`config.mk`:
```
export PLATFORM = sky130hd
export DESIGN_NAME = cae_core
export DESIGN_NICKNAME = d
export VERILOG_FILES = /design/src/core/cae_pkg.sv /design/src/core/cae_core.sv
export VERILOG_INCLUDE_DIRS = /design/src /design/src/core
export SDC_FILE = /design/constraint.sdc
export NUM_CORES = 1
export LEC_CHECK = 0
export BUFFER_PORTS_ARGS = -buffer_cell sky130_fd_sc_hd__buf_2
export CAP_MARGIN = 30
export CORE_MARGIN = 10
export CORE_UTILIZATION = 39
export CTS_CLUSTER_SIZE = 8
export DETAILED_ROUTE_END_ITERATION = 10
export HOLD_SLACK_MARGIN = 0.08
export MAX_ROUTING_LAYER = met4
export PLACE_DENSITY = 0.66
export RECOVER_POWER = 100
export SETUP_SLACK_MARGIN = 0.02
export SLEW_MARGIN = 20
export SYNTH_ARGS = -nofsm -noshare
export SYNTH_HDL_FRONTEND = slang
export SYNTH_SLANG_ARGS = --single-unit
export TNS_END_PERCENT = 5
```
`constraint.sdc`:
```
create_clock -name core_clk -period 9.9 [get_ports core_clk]
set_input_delay 1.98 -clock core_clk [delete_from_list [all_inputs] [get_ports core_clk]]
set_output_delay 1.98 -clock core_clk [all_outputs]
set_load 0.01 [all_outputs]
```
`src/core/cae_map.svh`:
```
// Numeric constants of the execute stage: flag positions, reset values, counts and steps.
`ifndef CAE_MAP_SVH
`define CAE_MAP_SVH
`define CAE_FLAG_C 0
`define CAE_FLAG_Z 1
`define CAE_FLAG_N 2
`define CAE_FLAG_V 3
`define CAE_FLAG_S 4
`define CAE_FLAG_H 5
`define CAE_FLAG_T 6
`define CAE_STATUS_FLAG_REGISTER_RST 8'h00
`define CAE_REG_RST 8'h00
`define CAE_ALL_ONES 8'hff
`define CAE_ZERO8 8'h00
`define CAE_REG_PROD_LO 5'h00
`define CAE_REG_PROD_HI 5'h01
`define CAE_REG_Z_LO 5'h1e
`define CAE_REG_Z_HI 5'h1f
`define CAE_CYC_ONE 3'h1
`define CAE_CYC_TWO 3'h2
`define CAE_CYC_THREE 3'h3
`define CAE_CYC_FOUR 3'h4
`define CAE_CYC_FIVE 3'h5
`define CAE_STEP_ONE 3'h1
`define CAE_STEP_SKIP1 3'h2
`define CAE_STEP_SKIP2 3'h3
`endif

```
`src/core/cae_pkg.sv`:
```
// Types shared by the execute stage: operation codes and the issue carrier.
package cae_pkg;
  typedef enum logic [5:0] {
    cae_op_add, cae_op_adc, cae_op_add_imm_word, cae_op_sub, cae_op_sub_const,
    cae_op_sbc, cae_op_sub_carry_const, cae_op_sub_imm_word, cae_op_and, cae_op_and_const,
    cae_op_or, cae_op_or_const, cae_op_eor, cae_op_ones_complement_op,
    cae_op_twos_complement_op, cae_op_set_mask_bits, cae_op_clear_mask_bits,
    cae_op_zero_minus_test, cae_op_set_all_ones, cae_op_mul, cae_op_mul_signed,
    cae_op_mult_signed_unsigned, cae_op_frac_mul, cae_op_frac_mul_signed,
    cae_op_frac_mult_signed_unsigned, cae_op_relative_jump, cae_op_indirect_jump,
    cae_op_extended_indirect_jump, cae_op_direct_jump, cae_op_relative_call,
    cae_op_indirect_call, cae_op_extended_indirect_call, cae_op_direct_call,
    cae_op_compare_skip_equal, cae_op_compare, cae_op_compare_carry, cae_op_compare_immediate,
    cae_op_skip_reg_bit_clear, cae_op_skip_reg_bit_set, cae_op_skip_io_bit_clear,
    cae_op_skip_io_bit_set, cae_op_branch_flag_set, cae_op_branch_flag_clear,
    cae_op_branch_signed_ge, cae_op_branch_signed_lt
  } cae_op_t;

  typedef enum logic {cae_st_idle = 1'b0, cae_st_wait = 1'b1} cae_state_t;

  typedef struct packed {
    cae_op_t op;
    logic [4:0] rd;
    logic [4:0] rr;
    logic [7:0] imm;
    logic [11:0] k;
    logic [21:0] target;
    logic [2:0] sel;
    logic [7:0] io_bits;
    logic two_word_next;
  } cae_issue_t;
endpackage

```
`src/core/cae_core.sv`:
```
// Execute stage of the 8-bit core: arithmetic, logic, multiply and program flow.
//
// Operation
// - Add with or without carry stores sum, updates Z C N V H in one cycle.
// - Word add of immediate writes the pair, updates Z C N V S, two cycles.
// - Subtract register or constant, optional carry, updates Z C N V H, one cycle.
// - Word subtract of immediate writes the pair, updates Z C N V S, two cycles.
// - AND, OR, XOR update Z N V only, carry untouched, one cycle.
// - Complement is 0xff minus value, negate zero minus value; negate also sets H.
// - Mask clear ANDs with 0xff minus mask, updates Z N V, one cycle.
// - Test ANDs register with itself, value kept, updates Z N V, one cycle.
// - All three multiplies write product to registers one and zero, Z C, two cycles.
// - Fractional multiplies shift product left one before writing, Z C, two cycles.
// - Relative jump loads pc plus offset plus one, two cycles, flags kept.
// - Indirect jumps load Z, extended adds upper byte; two cycles; direct jump three.
// - Relative and indirect calls take four cycles, direct call five, flags kept.
// - Compare-skip-equal skips next on match; one, two or three cycles.
// - Compares compute difference unstored, update Z N V C H, one cycle.
// - Register bit skips test a chosen bit and skip on match, 1/2/3 cycles.
// - I/O bit skips test a chosen I/O bit, skip on clear or set, 1/2/3 cycles.
// - Flag branches add offset plus one when taken; one cycle or two.
// - Signed branches test N xor V, taken on zero or one, one or two cycles.
// - Unsigned branches test carry, taken on clear or set, one or two cycles.
// - Half-carry and T branches exist for set and clear, one or two cycles.
// - Set-all-ones writes 0xff, no flag changes, one cycle.
`timescale 1ns/1ps
`include "cae_map.svh"

module cae_core #(
  parameter int PC_W = 22
) (
  input wire logic core_clk,
  input wire logic rstn,
  input wire logic issue_valid,
  input wire cae_pkg::cae_issue_t issue,
  input wire logic [7:0] extended_indirect_upper,
  input wire logic [4:0] dbg_addr,
  output logic ready,
  output logic [PC_W-1:0] pc,
  output logic [7:0] status_flag_register,
  output logic [7:0] dbg_data
);
  logic [7:0] regs [32];
  cae_pkg::cae_state_t state;
  logic [2:0] cnt;
  logic fire;
  logic [7:0] a;
  logic [7:0] b;
  logic [7:0] opb;
  logic imm_op;
  logic carry_op;
  logic cin;
  logic [8:0] add_r;
  logic add_cout;
  logic [7:0] sub_a;
  logic [7:0] sub_b;
  logic [8:0] sub_r;
  logic [4:0] pair_lo;
  logic [4:0] pair_hi;
  logic [15:0] word;
  logic [15:0] wsum;
  logic [15:0] wdiff;
  logic sa;
  logic sb;
  logic frac;
  logic [17:0] prod;
  logic [15:0] mres;
  logic prod_msb;
  logic [PC_W-1:0] seq_pc;
  logic [PC_W-1:0] rel_target;
  logic [PC_W-1:0] skip_pc;
  logic [PC_W-1:0] z_target;
  logic [PC_W-1:0] ez_target;
  logic [23:0] ez_full;
  logic [2:0] skip_cyc;
  logic flag_sel;
  logic nv;
  logic carry_flag;
  logic [7:0] next_lo;
  logic [7:0] next_hi;
  logic [4:0] next_lo_idx;
  logic [4:0] next_hi_idx;
  logic next_wr_lo;
  logic next_wr_hi;
  logic [7:0] next_status_flag_register;
  logic [PC_W-1:0] next_pc;
  logic [2:0] next_cyc;
  logic skip;

  // Operand selection and shared adders.
  assign fire = issue_valid & ready;
  assign a = regs[issue.rd];
  assign b = regs[issue.rr];
  assign imm_op = issue.op inside {cae_pkg::cae_op_sub_const, cae_pkg::cae_op_sub_carry_const,
    cae_pkg::cae_op_and_const, cae_pkg::cae_op_or_const, cae_pkg::cae_op_set_mask_bits,
    cae_pkg::cae_op_clear_mask_bits, cae_pkg::cae_op_compare_immediate};
  assign carry_op = issue.op inside {cae_pkg::cae_op_adc, cae_pkg::cae_op_sbc,
    cae_pkg::cae_op_sub_carry_const, cae_pkg::cae_op_compare_carry};
  assign opb = imm_op ? issue.imm : b;
  assign carry_flag = status_flag_register[`CAE_FLAG_C];
  assign cin = carry_op & carry_flag;
  assign add_r = {1'b0, a} + {1'b0, opb} + {8'h00, cin};
  assign add_cout = add_r[8];
  assign sub_a = (issue.op == cae_pkg::cae_op_twos_complement_op) ? `CAE_ZERO8 : a;
  assign sub_b = (issue.op == cae_pkg::cae_op_twos_complement_op) ? a : opb;
  assign sub_r = {1'b0, sub_a} - {1'b0, sub_b} - {8'h00, cin};
  assign pair_lo = {issue.rd[4:1], 1'b0};
  assign pair_hi = {issue.rd[4:1], 1'b1};
  assign word = {regs[pair_hi], regs[pair_lo]};
  assign wsum = word + {10'h000, issue.imm[5:0]};
  assign wdiff = word - {10'h000, issue.imm[5:0]};

  assign sa = issue.op inside {cae_pkg::cae_op_mul_signed, cae_pkg::cae_op_mult_signed_unsigned,
    cae_pkg::cae_op_frac_mul_signed, cae_pkg::cae_op_frac_mult_signed_unsigned};
  assign sb = issue.op inside {cae_pkg::cae_op_mul_signed, cae_pkg::cae_op_frac_mul_signed};
  assign frac = issue.op inside {cae_pkg::cae_op_frac_mul, cae_pkg::cae_op_frac_mul_signed,
    cae_pkg::cae_op_frac_mult_signed_unsigned};
  assign prod = 18'($signed({sa & a[7], a}) * $signed({sb & b[7], b}));
  assign prod_msb = prod[15];
  assign mres = frac ? {prod[14:0], 1'b0} : prod[15:0];

  // Program-flow targets.
  assign seq_pc = pc + PC_W'(`CAE_STEP_ONE);
  assign rel_target = pc + PC_W'($signed(issue.k)) + PC_W'(`CAE_STEP_ONE);
  assign skip_cyc = issue.two_word_next ? `CAE_CYC_THREE : `CAE_CYC_TWO;
  assign skip_pc = pc + PC_W'(issue.two_word_next ? `CAE_STEP_SKIP2 : `CAE_STEP_SKIP1);
  assign z_target = PC_W'({regs[`CAE_REG_Z_HI], regs[`CAE_REG_Z_LO]});
  assign ez_full = {extended_indirect_upper, regs[`CAE_REG_Z_HI], regs[`CAE_REG_Z_LO]};
  assign ez_target = PC_W'(ez_full);
  assign flag_sel = status_flag_register[issue.sel];
  assign nv = status_flag_register[`CAE_FLAG_N] ^ status_flag_register[`CAE_FLAG_V];

  // Flags of 8-bit add and subtract; carrying subtracts only keep Z low once it is low.
  function automatic logic [7:0] arith_flags(input logic [7:0] x, input logic [7:0] y,
                                             input logic [7:0] r, input logic [7:0] sr,
                                             input logic sub, input logic keep_z);
    logic [7:0] f;
    f = sr;
    if (sub) begin
      f[`CAE_FLAG_H] = (~x[3] & y[3]) | (y[3] & r[3]) | (r[3] & ~x[3]);
      f[`CAE_FLAG_C] = (~x[7] & y[7]) | (y[7] & r[7]) | (r[7] & ~x[7]);
      f[`CAE_FLAG_V] = (x[7] & ~y[7] & ~r[7]) | (~x[7] & y[7] & r[7]);
    end else begin
      f[`CAE_FLAG_H] = (x[3] & y[3]) | (y[3] & ~r[3]) | (~r[3] & x[3]);
      f[`CAE_FLAG_C] = (x[7] & y[7]) | (y[7] & ~r[7]) | (~r[7] & x[7]);
      f[`CAE_FLAG_V] = (x[7] & y[7] & ~r[7]) | (~x[7] & ~y[7] & r[7]);
    end
    f[`CAE_FLAG_N] = r[7];
    f[`CAE_FLAG_Z] = (r == `CAE_ZERO8) & (~keep_z | sr[`CAE_FLAG_Z]);
    return f;
  endfunction

  // Flags of logic results: V cleared, C and H kept.
  function automatic logic [7:0] logic_flags(input logic [7:0] r, input logic [7:0] sr);
    logic [7:0] f;
    f = sr;
    f[`CAE_FLAG_V] = 1'b0;
    f[`CAE_FLAG_N] = r[7];
    f[`CAE_FLAG_Z] = (r == `CAE_ZERO8);
    return f;
  endfunction

  // Flags of word add and subtract.
  function automatic logic [7:0] word_flags(input logic [15:0] w, input logic [15:0] r,
                                            input logic [7:0] sr, input logic sub);
    logic [7:0] f;
    f = sr;
    f[`CAE_FLAG_V] = sub ? (w[15] & ~r[15]) : (~w[15] & r[15]);
    f[`CAE_FLAG_C] = sub ? (r[15] & ~w[15]) : (~r[15] & w[15]);
    f[`CAE_FLAG_N] = r[15];
    f[`CAE_FLAG_Z] = (r == 16'h0000);
    f[`CAE_FLAG_S] = r[15] ^ f[`CAE_FLAG_V];
    return f;
  endfunction

  always_comb begin
    next_lo = a;
    next_hi = `CAE_ZERO8;
    next_lo_idx = issue.rd;
    next_hi_idx = pair_hi;
    next_wr_lo = 1'b0;
    next_wr_hi = 1'b0;
    next_status_flag_register = status_flag_register;
    next_pc = seq_pc;
    next_cyc = `CAE_CYC_ONE;
    skip = 1'b0;
    case (issue.op)
      cae_pkg::cae_op_add, cae_pkg::cae_op_adc: begin
        next_lo = add_r[7:0];
        next_wr_lo = 1'b1;
        next_status_flag_register = arith_flags(a, opb, add_r[7:0], status_flag_register, 1'b0, 1'b0);
      end
      cae_pkg::cae_op_sub, cae_pkg::cae_op_sub_const, cae_pkg::cae_op_sbc,
      cae_pkg::cae_op_sub_carry_const: begin
        next_lo = sub_r[7:0];
        next_wr_lo = 1'b1;
        next_status_flag_register = arith_flags(a, opb, sub_r[7:0], status_flag_register, 1'b1, carry_op);
      end
      cae_pkg::cae_op_compare, cae_pkg::cae_op_compare_carry,
      cae_pkg::cae_op_compare_immediate: begin
        next_status_flag_register = arith_flags(a, opb, sub_r[7:0], status_flag_register, 1'b1, carry_op);
      end
      cae_pkg::cae_op_add_imm_word: begin
        {next_hi, next_lo} = wsum;
        next_lo_idx = pair_lo;
        next_wr_lo = 1'b1;
        next_wr_hi = 1'b1;
        next_status_flag_register = word_flags(word, wsum, status_flag_register, 1'b0);
        next_cyc = `CAE_CYC_TWO;
      end
      cae_pkg::cae_op_sub_imm_word: begin
        {next_hi, next_lo} = wdiff;
        next_lo_idx = pair_lo;
        next_wr_lo = 1'b1;
        next_wr_hi = 1'b1;
        next_status_flag_register = word_flags(word, wdiff, status_flag_register, 1'b1);
        next_cyc = `CAE_CYC_TWO;
      end
      cae_pkg::cae_op_and, cae_pkg::cae_op_and_const, cae_pkg::cae_op_zero_minus_test: begin
        next_lo = a & opb;
        next_wr_lo = (issue.op != cae_pkg::cae_op_zero_minus_test);
        next_status_flag_register = logic_flags(a & ((issue.op == cae_pkg::cae_op_zero_minus_test) ? a : opb),
                                status_flag_register);
      end
      cae_pkg::cae_op_or, cae_pkg::cae_op_or_const, cae_pkg::cae_op_set_mask_bits: begin
        next_lo = a | opb;
        next_wr_lo = 1'b1;
        next_status_flag_register = logic_flags(a | opb, status_flag_register);
      end
      cae_pkg::cae_op_eor: begin
        next_lo = a ^ opb;
        next_wr_lo = 1'b1;
        next_status_flag_register = logic_flags(a ^ opb, status_flag_register);
      end
      cae_pkg::cae_op_clear_mask_bits: begin
        next_lo = a & (`CAE_ALL_ONES - opb);
        next_wr_lo = 1'b1;
        next_status_flag_register = logic_flags(a & (`CAE_ALL_ONES - opb), status_flag_register);
      end
      cae_pkg::cae_op_ones_complement_op: begin
        next_lo = `CAE_ALL_ONES - a;
        next_wr_lo = 1'b1;
        next_status_flag_register = logic_flags(`CAE_ALL_ONES - a, status_flag_register);
        next_status_flag_register[`CAE_FLAG_C] = 1'b1;
      end
      cae_pkg::cae_op_twos_complement_op: begin
        next_lo = sub_r[7:0];
        next_wr_lo = 1'b1;
        next_status_flag_register = arith_flags(sub_a, sub_b, sub_r[7:0], status_flag_register, 1'b1, 1'b0);
      end
      cae_pkg::cae_op_set_all_ones: begin
        next_lo = `CAE_ALL_ONES;
        next_wr_lo = 1'b1;
      end
      cae_pkg::cae_op_mul, cae_pkg::cae_op_mul_signed, cae_pkg::cae_op_mult_signed_unsigned,
      cae_pkg::cae_op_frac_mul, cae_pkg::cae_op_frac_mul_signed,
      cae_pkg::cae_op_frac_mult_signed_unsigned: begin
        {next_hi, next_lo} = mres;
        next_lo_idx = `CAE_REG_PROD_LO;
        next_hi_idx = `CAE_REG_PROD_HI;
        next_wr_lo = 1'b1;
        next_wr_hi = 1'b1;
        next_status_flag_register[`CAE_FLAG_C] = prod_msb;
        next_status_flag_register[`CAE_FLAG_Z] = (mres == 16'h0000);
        next_cyc = `CAE_CYC_TWO;
      end
      cae_pkg::cae_op_relative_jump: begin
        next_pc = rel_target;
        next_cyc = `CAE_CYC_TWO;
      end
      cae_pkg::cae_op_indirect_jump: begin
        next_pc = z_target;
        next_cyc = `CAE_CYC_TWO;
      end
      cae_pkg::cae_op_extended_indirect_jump: begin
        next_pc = ez_target;
        next_cyc = `CAE_CYC_TWO;
      end
      cae_pkg::cae_op_direct_jump: begin
        next_pc = PC_W'(issue.target);
        next_cyc = `CAE_CYC_THREE;
      end
      cae_pkg::cae_op_relative_call: begin
        next_pc = rel_target;
        next_cyc = `CAE_CYC_FOUR;
      end
      cae_pkg::cae_op_indirect_call: begin
        next_pc = z_target;
        next_cyc = `CAE_CYC_FOUR;
      end
      cae_pkg::cae_op_extended_indirect_call: begin
        next_pc = ez_target;
        next_cyc = `CAE_CYC_FOUR;
      end
      cae_pkg::cae_op_direct_call: begin
        next_pc = PC_W'(issue.target);
        next_cyc = `CAE_CYC_FIVE;
      end
      cae_pkg::cae_op_compare_skip_equal: skip = (a == b);
      cae_pkg::cae_op_skip_reg_bit_clear: skip = ~b[issue.sel];
      cae_pkg::cae_op_skip_reg_bit_set: skip = b[issue.sel];
      cae_pkg::cae_op_skip_io_bit_clear: skip = ~issue.io_bits[issue.sel];
      cae_pkg::cae_op_skip_io_bit_set: skip = issue.io_bits[issue.sel];
      // Flag branch, also C, H and T forms.
      cae_pkg::cae_op_branch_flag_set, cae_pkg::cae_op_branch_flag_clear: begin
        if (flag_sel == (issue.op == cae_pkg::cae_op_branch_flag_set)) begin
          next_pc = rel_target;
          next_cyc = `CAE_CYC_TWO;
        end
      end
      cae_pkg::cae_op_branch_signed_ge, cae_pkg::cae_op_branch_signed_lt: begin
        if (nv == (issue.op == cae_pkg::cae_op_branch_signed_lt)) begin
          next_pc = rel_target;
          next_cyc = `CAE_CYC_TWO;
        end
      end
      default: next_cyc = `CAE_CYC_ONE;
    endcase
    if (skip) begin
      next_pc = skip_pc;
      next_cyc = skip_cyc;
    end
  end

  // Architectural state commits on the issue edge; later cycles only stall.
  always_ff @(posedge core_clk) begin
    if (!rstn) begin
      for (int i = 0; i < 32; i++) begin
        regs[i] <= `CAE_REG_RST;
      end
    end else if (fire) begin
      if (next_wr_lo) begin
        regs[next_lo_idx] <= next_lo;
      end
      if (next_wr_hi) begin
        regs[next_hi_idx] <= next_hi;
      end
    end
  end

  always_ff @(posedge core_clk) begin
    if (!rstn) begin
      pc <= '0;
      status_flag_register <= `CAE_STATUS_FLAG_REGISTER_RST;
      dbg_data <= `CAE_REG_RST;
    end else begin
      dbg_data <= regs[dbg_addr];
      if (fire) begin
        pc <= next_pc;
        status_flag_register <= next_status_flag_register;
      end
    end
  end

  // Cycle counts are honoured by holding ready low for the remaining cycles.
  always_ff @(posedge core_clk) begin
    if (!rstn) begin
      state <= cae_pkg::cae_st_idle;
      cnt <= '0;
      ready <= 1'b1;
    end else begin
      case (state)
        cae_pkg::cae_st_idle: begin
          if (fire && next_cyc != `CAE_CYC_ONE) begin
            state <= cae_pkg::cae_st_wait;
            cnt <= next_cyc - `CAE_CYC_ONE;
            ready <= 1'b0;
          end
        end
        cae_pkg::cae_st_wait: begin
          cnt <= cnt - `CAE_CYC_ONE;
          if (cnt == `CAE_CYC_ONE) begin
            state <= cae_pkg::cae_st_idle;
            ready <= 1'b1;
          end
        end
        default: state <= cae_pkg::cae_st_idle;
      endcase
    end
  end
endmodule

```
* Yosys cells after proc, flatten, opt, wreduce, memory -nomap -nowiden
Memory sizes are Yosys's and may differ from the RTL's. A register that Yosys moved wholly into a read port is not among the register bits.
Cells that the tools add are included.
** Word-level totals
- Input port bits :: 86
- Register bits after elaboration :: 33
- Output and inout bits :: 39
- RAM bits :: 256
- Memories kept :: 1
- Logic and storage cells :: 265
** Cells by class
- Add/sub/neg operators :: 14
- Equality and inequality tests :: 52
- Multiply operators :: 1
- $lt $le $gt $ge :: 1
- Reductions and logical operators :: 48
- Muxes and demuxes :: 53
- Bitwise operators :: 86
** Memory list
- regs :: words 32, bits a word 8, read ports 7, clocked after memory_dff 1, wr ports 32, line cae_core.sv:43 : logic [7:0] regs [32];
** Operators with widths (count)
- $pmux 22 s6 :: 1
- $eq 6x5->1 const B :: 16
- $pmux 8 s11 :: 1
- $eq 6x6->1 const B :: 13
- $mux 22 :: 3
- $logic_not 8->1 :: 7
- $eq 6x4->1 const B :: 8
- $logic_not 16->1 :: 3
- $mux 8 :: 6
- $add 22x1->22 const B :: 2
- $pmux 4 s10 :: 1
- $and 1x1->1 :: 36
- $not 1->1 :: 26
- $and 8x8->8 :: 3
- $eq 6x3->1 const B :: 4
- $pmux 8 s3 :: 1
- $reduce_or 8->1 :: 3
- $add 22x2->22 :: 1
- $add 22x22->22 :: 1
- $pmux 2 s11 :: 1
- $reduce_or 22->1 :: 1
- $mux 1 :: 21
- $pmux 3 s6 :: 1
- $add 16x6->16 :: 1
- 50 further kinds :: 94

* Depth between registers and ports, before layout
- Depth after elaboration :: 10
- Depth in mapped cells :: 33
- Mapped depth without buffers :: 27

* Worst setup path before layout
No wires, ideal clock.
- Kind :: input to register
- Start :: input issue[60] (netlist name)
- End :: memory regs[21][6] (data pin)
- Data required time :: 9.628 ns
- Cell stages on the path :: 31
- Arrival time :: 8.972 ns
- Setup time :: 0.272 ns
- Slack :: 0.656 ns
- Path buffers :: 6
- Cells stage by stage :: buf_6 buf_6 buf_2 buf_2 mux4_2 mux4_2 nand2_1 o21ai_0 clkbuf_1 inv_1 nor2_1 fa_1 inv_1 fa_1 inv_1 fa_1 fa_1 inv_1 fa_1 inv_1 ha_1 a21oi_1 o21bai_1 a21oi_1 o21ai_0 xor2_1 nand2_1 nand2_1 a222oi_1 buf_4 o22ai_1
** RTL lines
- from (decl) :: line cae_core.sv:35 : input wire cae_pkg::cae_issue_t issue,
- to (decl) :: line cae_core.sv:43

==> results.json <==
{
  "syn_area_per_cell_sq_um": 10.2,
  "critical_path_arrival_ns": 9.57,
  "timing.final.crit_period_ns": 9.29,
  "slew_headroom": -0.691,
  "drv_cap": 10,
  "cellLeakagePower_nw": 12.2,
  "tns_ns": 0,
  "crit_required_ns": 10.18,
  "comb_power_share": 0.377,
  "netlist_top_cells_count": "298 x nor2_1, 281 x nand2_1, 256 x edfxtp_1",
  "drv_slew": 293,
  "synth-edff-count": 256,
  "yosysWarnings": 0,
  "cts_setup_buffers": 0,
  "p_seq_frac": 0.323,
  "rsz0062_at_grt": "no",
  "drtIter0Drc": 4406,
  "hold_viol": 0,
  "area.sequential_sq_mm": 0.00851,
  "async_reset_ff_frac": 0,
  "wl_per_cell_um": 30.5,
  "synth_area_sq_mm": 0.0287,
  "ant_nets": 0,
  "rrSetupSlack_ns": 2.11,
  "setup_violations": 0,
  "tightest_slew_ns": 2.54,
  "synth_most_common_cell": "nor2_1",
  "peakVddDrop_uv": 109,
  "clkPwrFrac": 0.300,
  "yosysSeqAreaShare": 0.296,
  "vias": 26400,
  "fill_cells": 7057,
  "cts_buffers": 43,
  "crit_path_end_kind": "flop",
  "clk_pin_slew_ns": 0.05,
  "fin_skew_ns": 0.0400,
  "cts.sinks": 297,
  "synth.distinct_cells": 99,
  "die_h_um": 291,
  "synth_ff_type": "edfxtp_1",
  "grt_pass1_wl_mm": 171,
  "grt_pass1_vias": 25100,
  "track_usage": 0.275,
  "synth_top_area_share": 0.268,
  "swShare": 0.387,
  "h-tree-depth": 2,
  "start_util": 0.394,
  "rows": 99,
  "gp_congestion": 1.01,
  "grt_antenna_before_repair": 1,
  "cts-root-buf": "clkbuf_16",
  "cts_tree": "done",
  "utilization": 0.435,
  "portBuffers": 120,
  "cts_hold_buffers": 0,
  "fin_nets": 3175,
  "clockBufferDepth": 3,
  "crit_path_start_kind": "input pin",
  "fmax_ghz": 0.108,
  "die_w_um": 291,
  "yosys.area.top_type": "edfxtp_1",
  "syn2layout_area_growth_pct": 10.4,
  "ys_top_cells_by_area": "edfxtp_1 27%, mux4_2 19%, ha_1 5.5%",
  "grt-ovfl-total": 0,
  "failed_checks": "max-capacitance violations, max-slew violations",
  "layout-drive-gt1-share": 0.184,
  "multi_input_area_sq_mm": 0.0188,
  "grt_max_degree": 65,
  "die_area_sq_mm": 0.0849,
  "drc": 0,
  "hp-class": "reg -> reg",
  "via_per_inst": 6.81,
  "status": "finished with violations",
  "clk_latency_ns": 0.60,
  "wirelength_mm": 118,
  "critPathKind": "in -> reg",
  "p_int_mw": 2.84,
  "synth_seq_cells": 297,
  "crit_fanout": 47,
  "fp.coreArea_sq_mm": 0.0730,
  "num_io_pins": 125,
  "dp_hpwl_mm": 88.5,
  "period_share": 0.938,
  "cts_resized": 0,
  "dr.pass1.iters": 6,
  "p_sw_mw": 1.79,
  "synth_cells": 2809,
  "power_density_mw_per_mm2": 146
}
-- state kept, by name, summed over array words and instances, names as in the netlist --
signal / flops
regs: 256
pc: 22
dbg_data: 8
status_flag_register: 6
cnt: 3
ready: 1
state: 1
-- final timing paths --
check | from | endpoint | cells past startpoint
worst max-delay path | issue[60] | regs[1][7]$_DFFE_PP_ | 22
worst min-delay path | cnt[2]$_SDFFE_PN0P_ | cnt[2]$_SDFFE_PN0P_ | 2
worst max register to register | regs[31][1]$_DFFE_PP_ | regs[1][7]$_DFFE_PP_ | 21
worst min register to register | cnt[2]$_SDFFE_PN0P_ | cnt[2]$_SDFFE_PN0P_ | 2
-- layer usage --
layer	wire, um	track usage
met2	51600	0.401
met1	43400	0.352
met4	6870	0.128
met3	16200	0.0740
met5	0	-
-- cells in the final DEF, fill, tap and decap left out, types with 16 or more instances in the layout --
cell / instances
nand3_1: 85
a21o_1: 22
a21oi_1: 105
nand2b_1: 28
nand4_1: 38
ha_1: 126
a31oi_1: 18
xnor2_1: 50
inv_1: 136
nor2_1: 297
nor2b_1: 21
o221ai_1: 16
fa_1: 72
buf_4: 99
buf_2: 78
nand2_1: 281
mux2i_1: 122
o22ai_1: 150
xor2_1: 25
dfxtp_1: 41
clkbuf_1: 77
and2_1: 20
edfxtp_1: 256
a222oi_1: 23
clkbuf_16: 43
nor3_1: 43
o21ai_0: 76
mux4_2: 237
a22oi_1: 32
-- final cells by class --
class                   instances  share of cell area
clock buffers                  63              0.0363
multi-input cells            2159               0.591
well taps                     959              0.0378
diodes                          1           0.0000789
clock inverters                 3             0.00103
flip-flops and latches        297               0.268
inverters                     144              0.0170
repair buffers                246              0.0483
-- cell families after synthesis --
kind of cell             after synthesis  synth area share
AO/OA/AOI/OAI                        603             0.143
XOR/XNOR                              76            0.0234
adder cells (fa/ha/maj)              198             0.105
buffers and inverters                354            0.0532
flip-flops                           297             0.296
multiplexers                         374             0.235
other                                  1          0.000130
AND/OR/NAND/NOR                      906             0.144
-- stage by stage --
step	area (sq um)	cells	hold WS, ns	total power [mW]	setup slack, ns
detailed placement	30700	3803	0.490	3.23	0.412
CTS	31900	3869	0.504	4.60	0.966
finish	31700	3872	0.493	4.63	0.609
global route	31700	3872	0.513	4.80	0.284
global placement	30700	3800	0.468	3.21	0.443
floorplan	28700	2810	0.454	2.59	0.656
-- power groups by stage --
stage | sequential [mW] | clock (mW) | combinational [mW]
6_report | 1.49 | 1.39 | 1.75
5_1_grt | 1.49 | 1.44 | 1.87
4_1_cts | 1.49 | 1.39 | 1.73
3_5_place_dp | 1.51 | 0 | 1.72
3_3_place_gp | 1.51 | 0 | 1.71
2_1_floorplan | 1.47 | 0 | 1.12
-- worst max-delay path: stages --
cell,delay (ns)
buf_6,0.48
mux4_2,0.42
nand3_1,0.09
o221ai_1,0.86
or2_2,0.31
clkbuf_1,0.46
nand2_1,0.15
fa_1,0.41
inv_1,0.08
fa_1,0.41
ha_1,0.29
inv_1,0.05
fa_1,0.48
inv_1,0.04
ha_1,0.30
fa_1,0.41
xnor2_1,0.47
o21ai_0,0.29
a221oi_1,0.34
a41o_1,0.22
clkbuf_2,0.71
o221ai_1,0.19
Note: power is estimated with default switching activity, not from simulation.
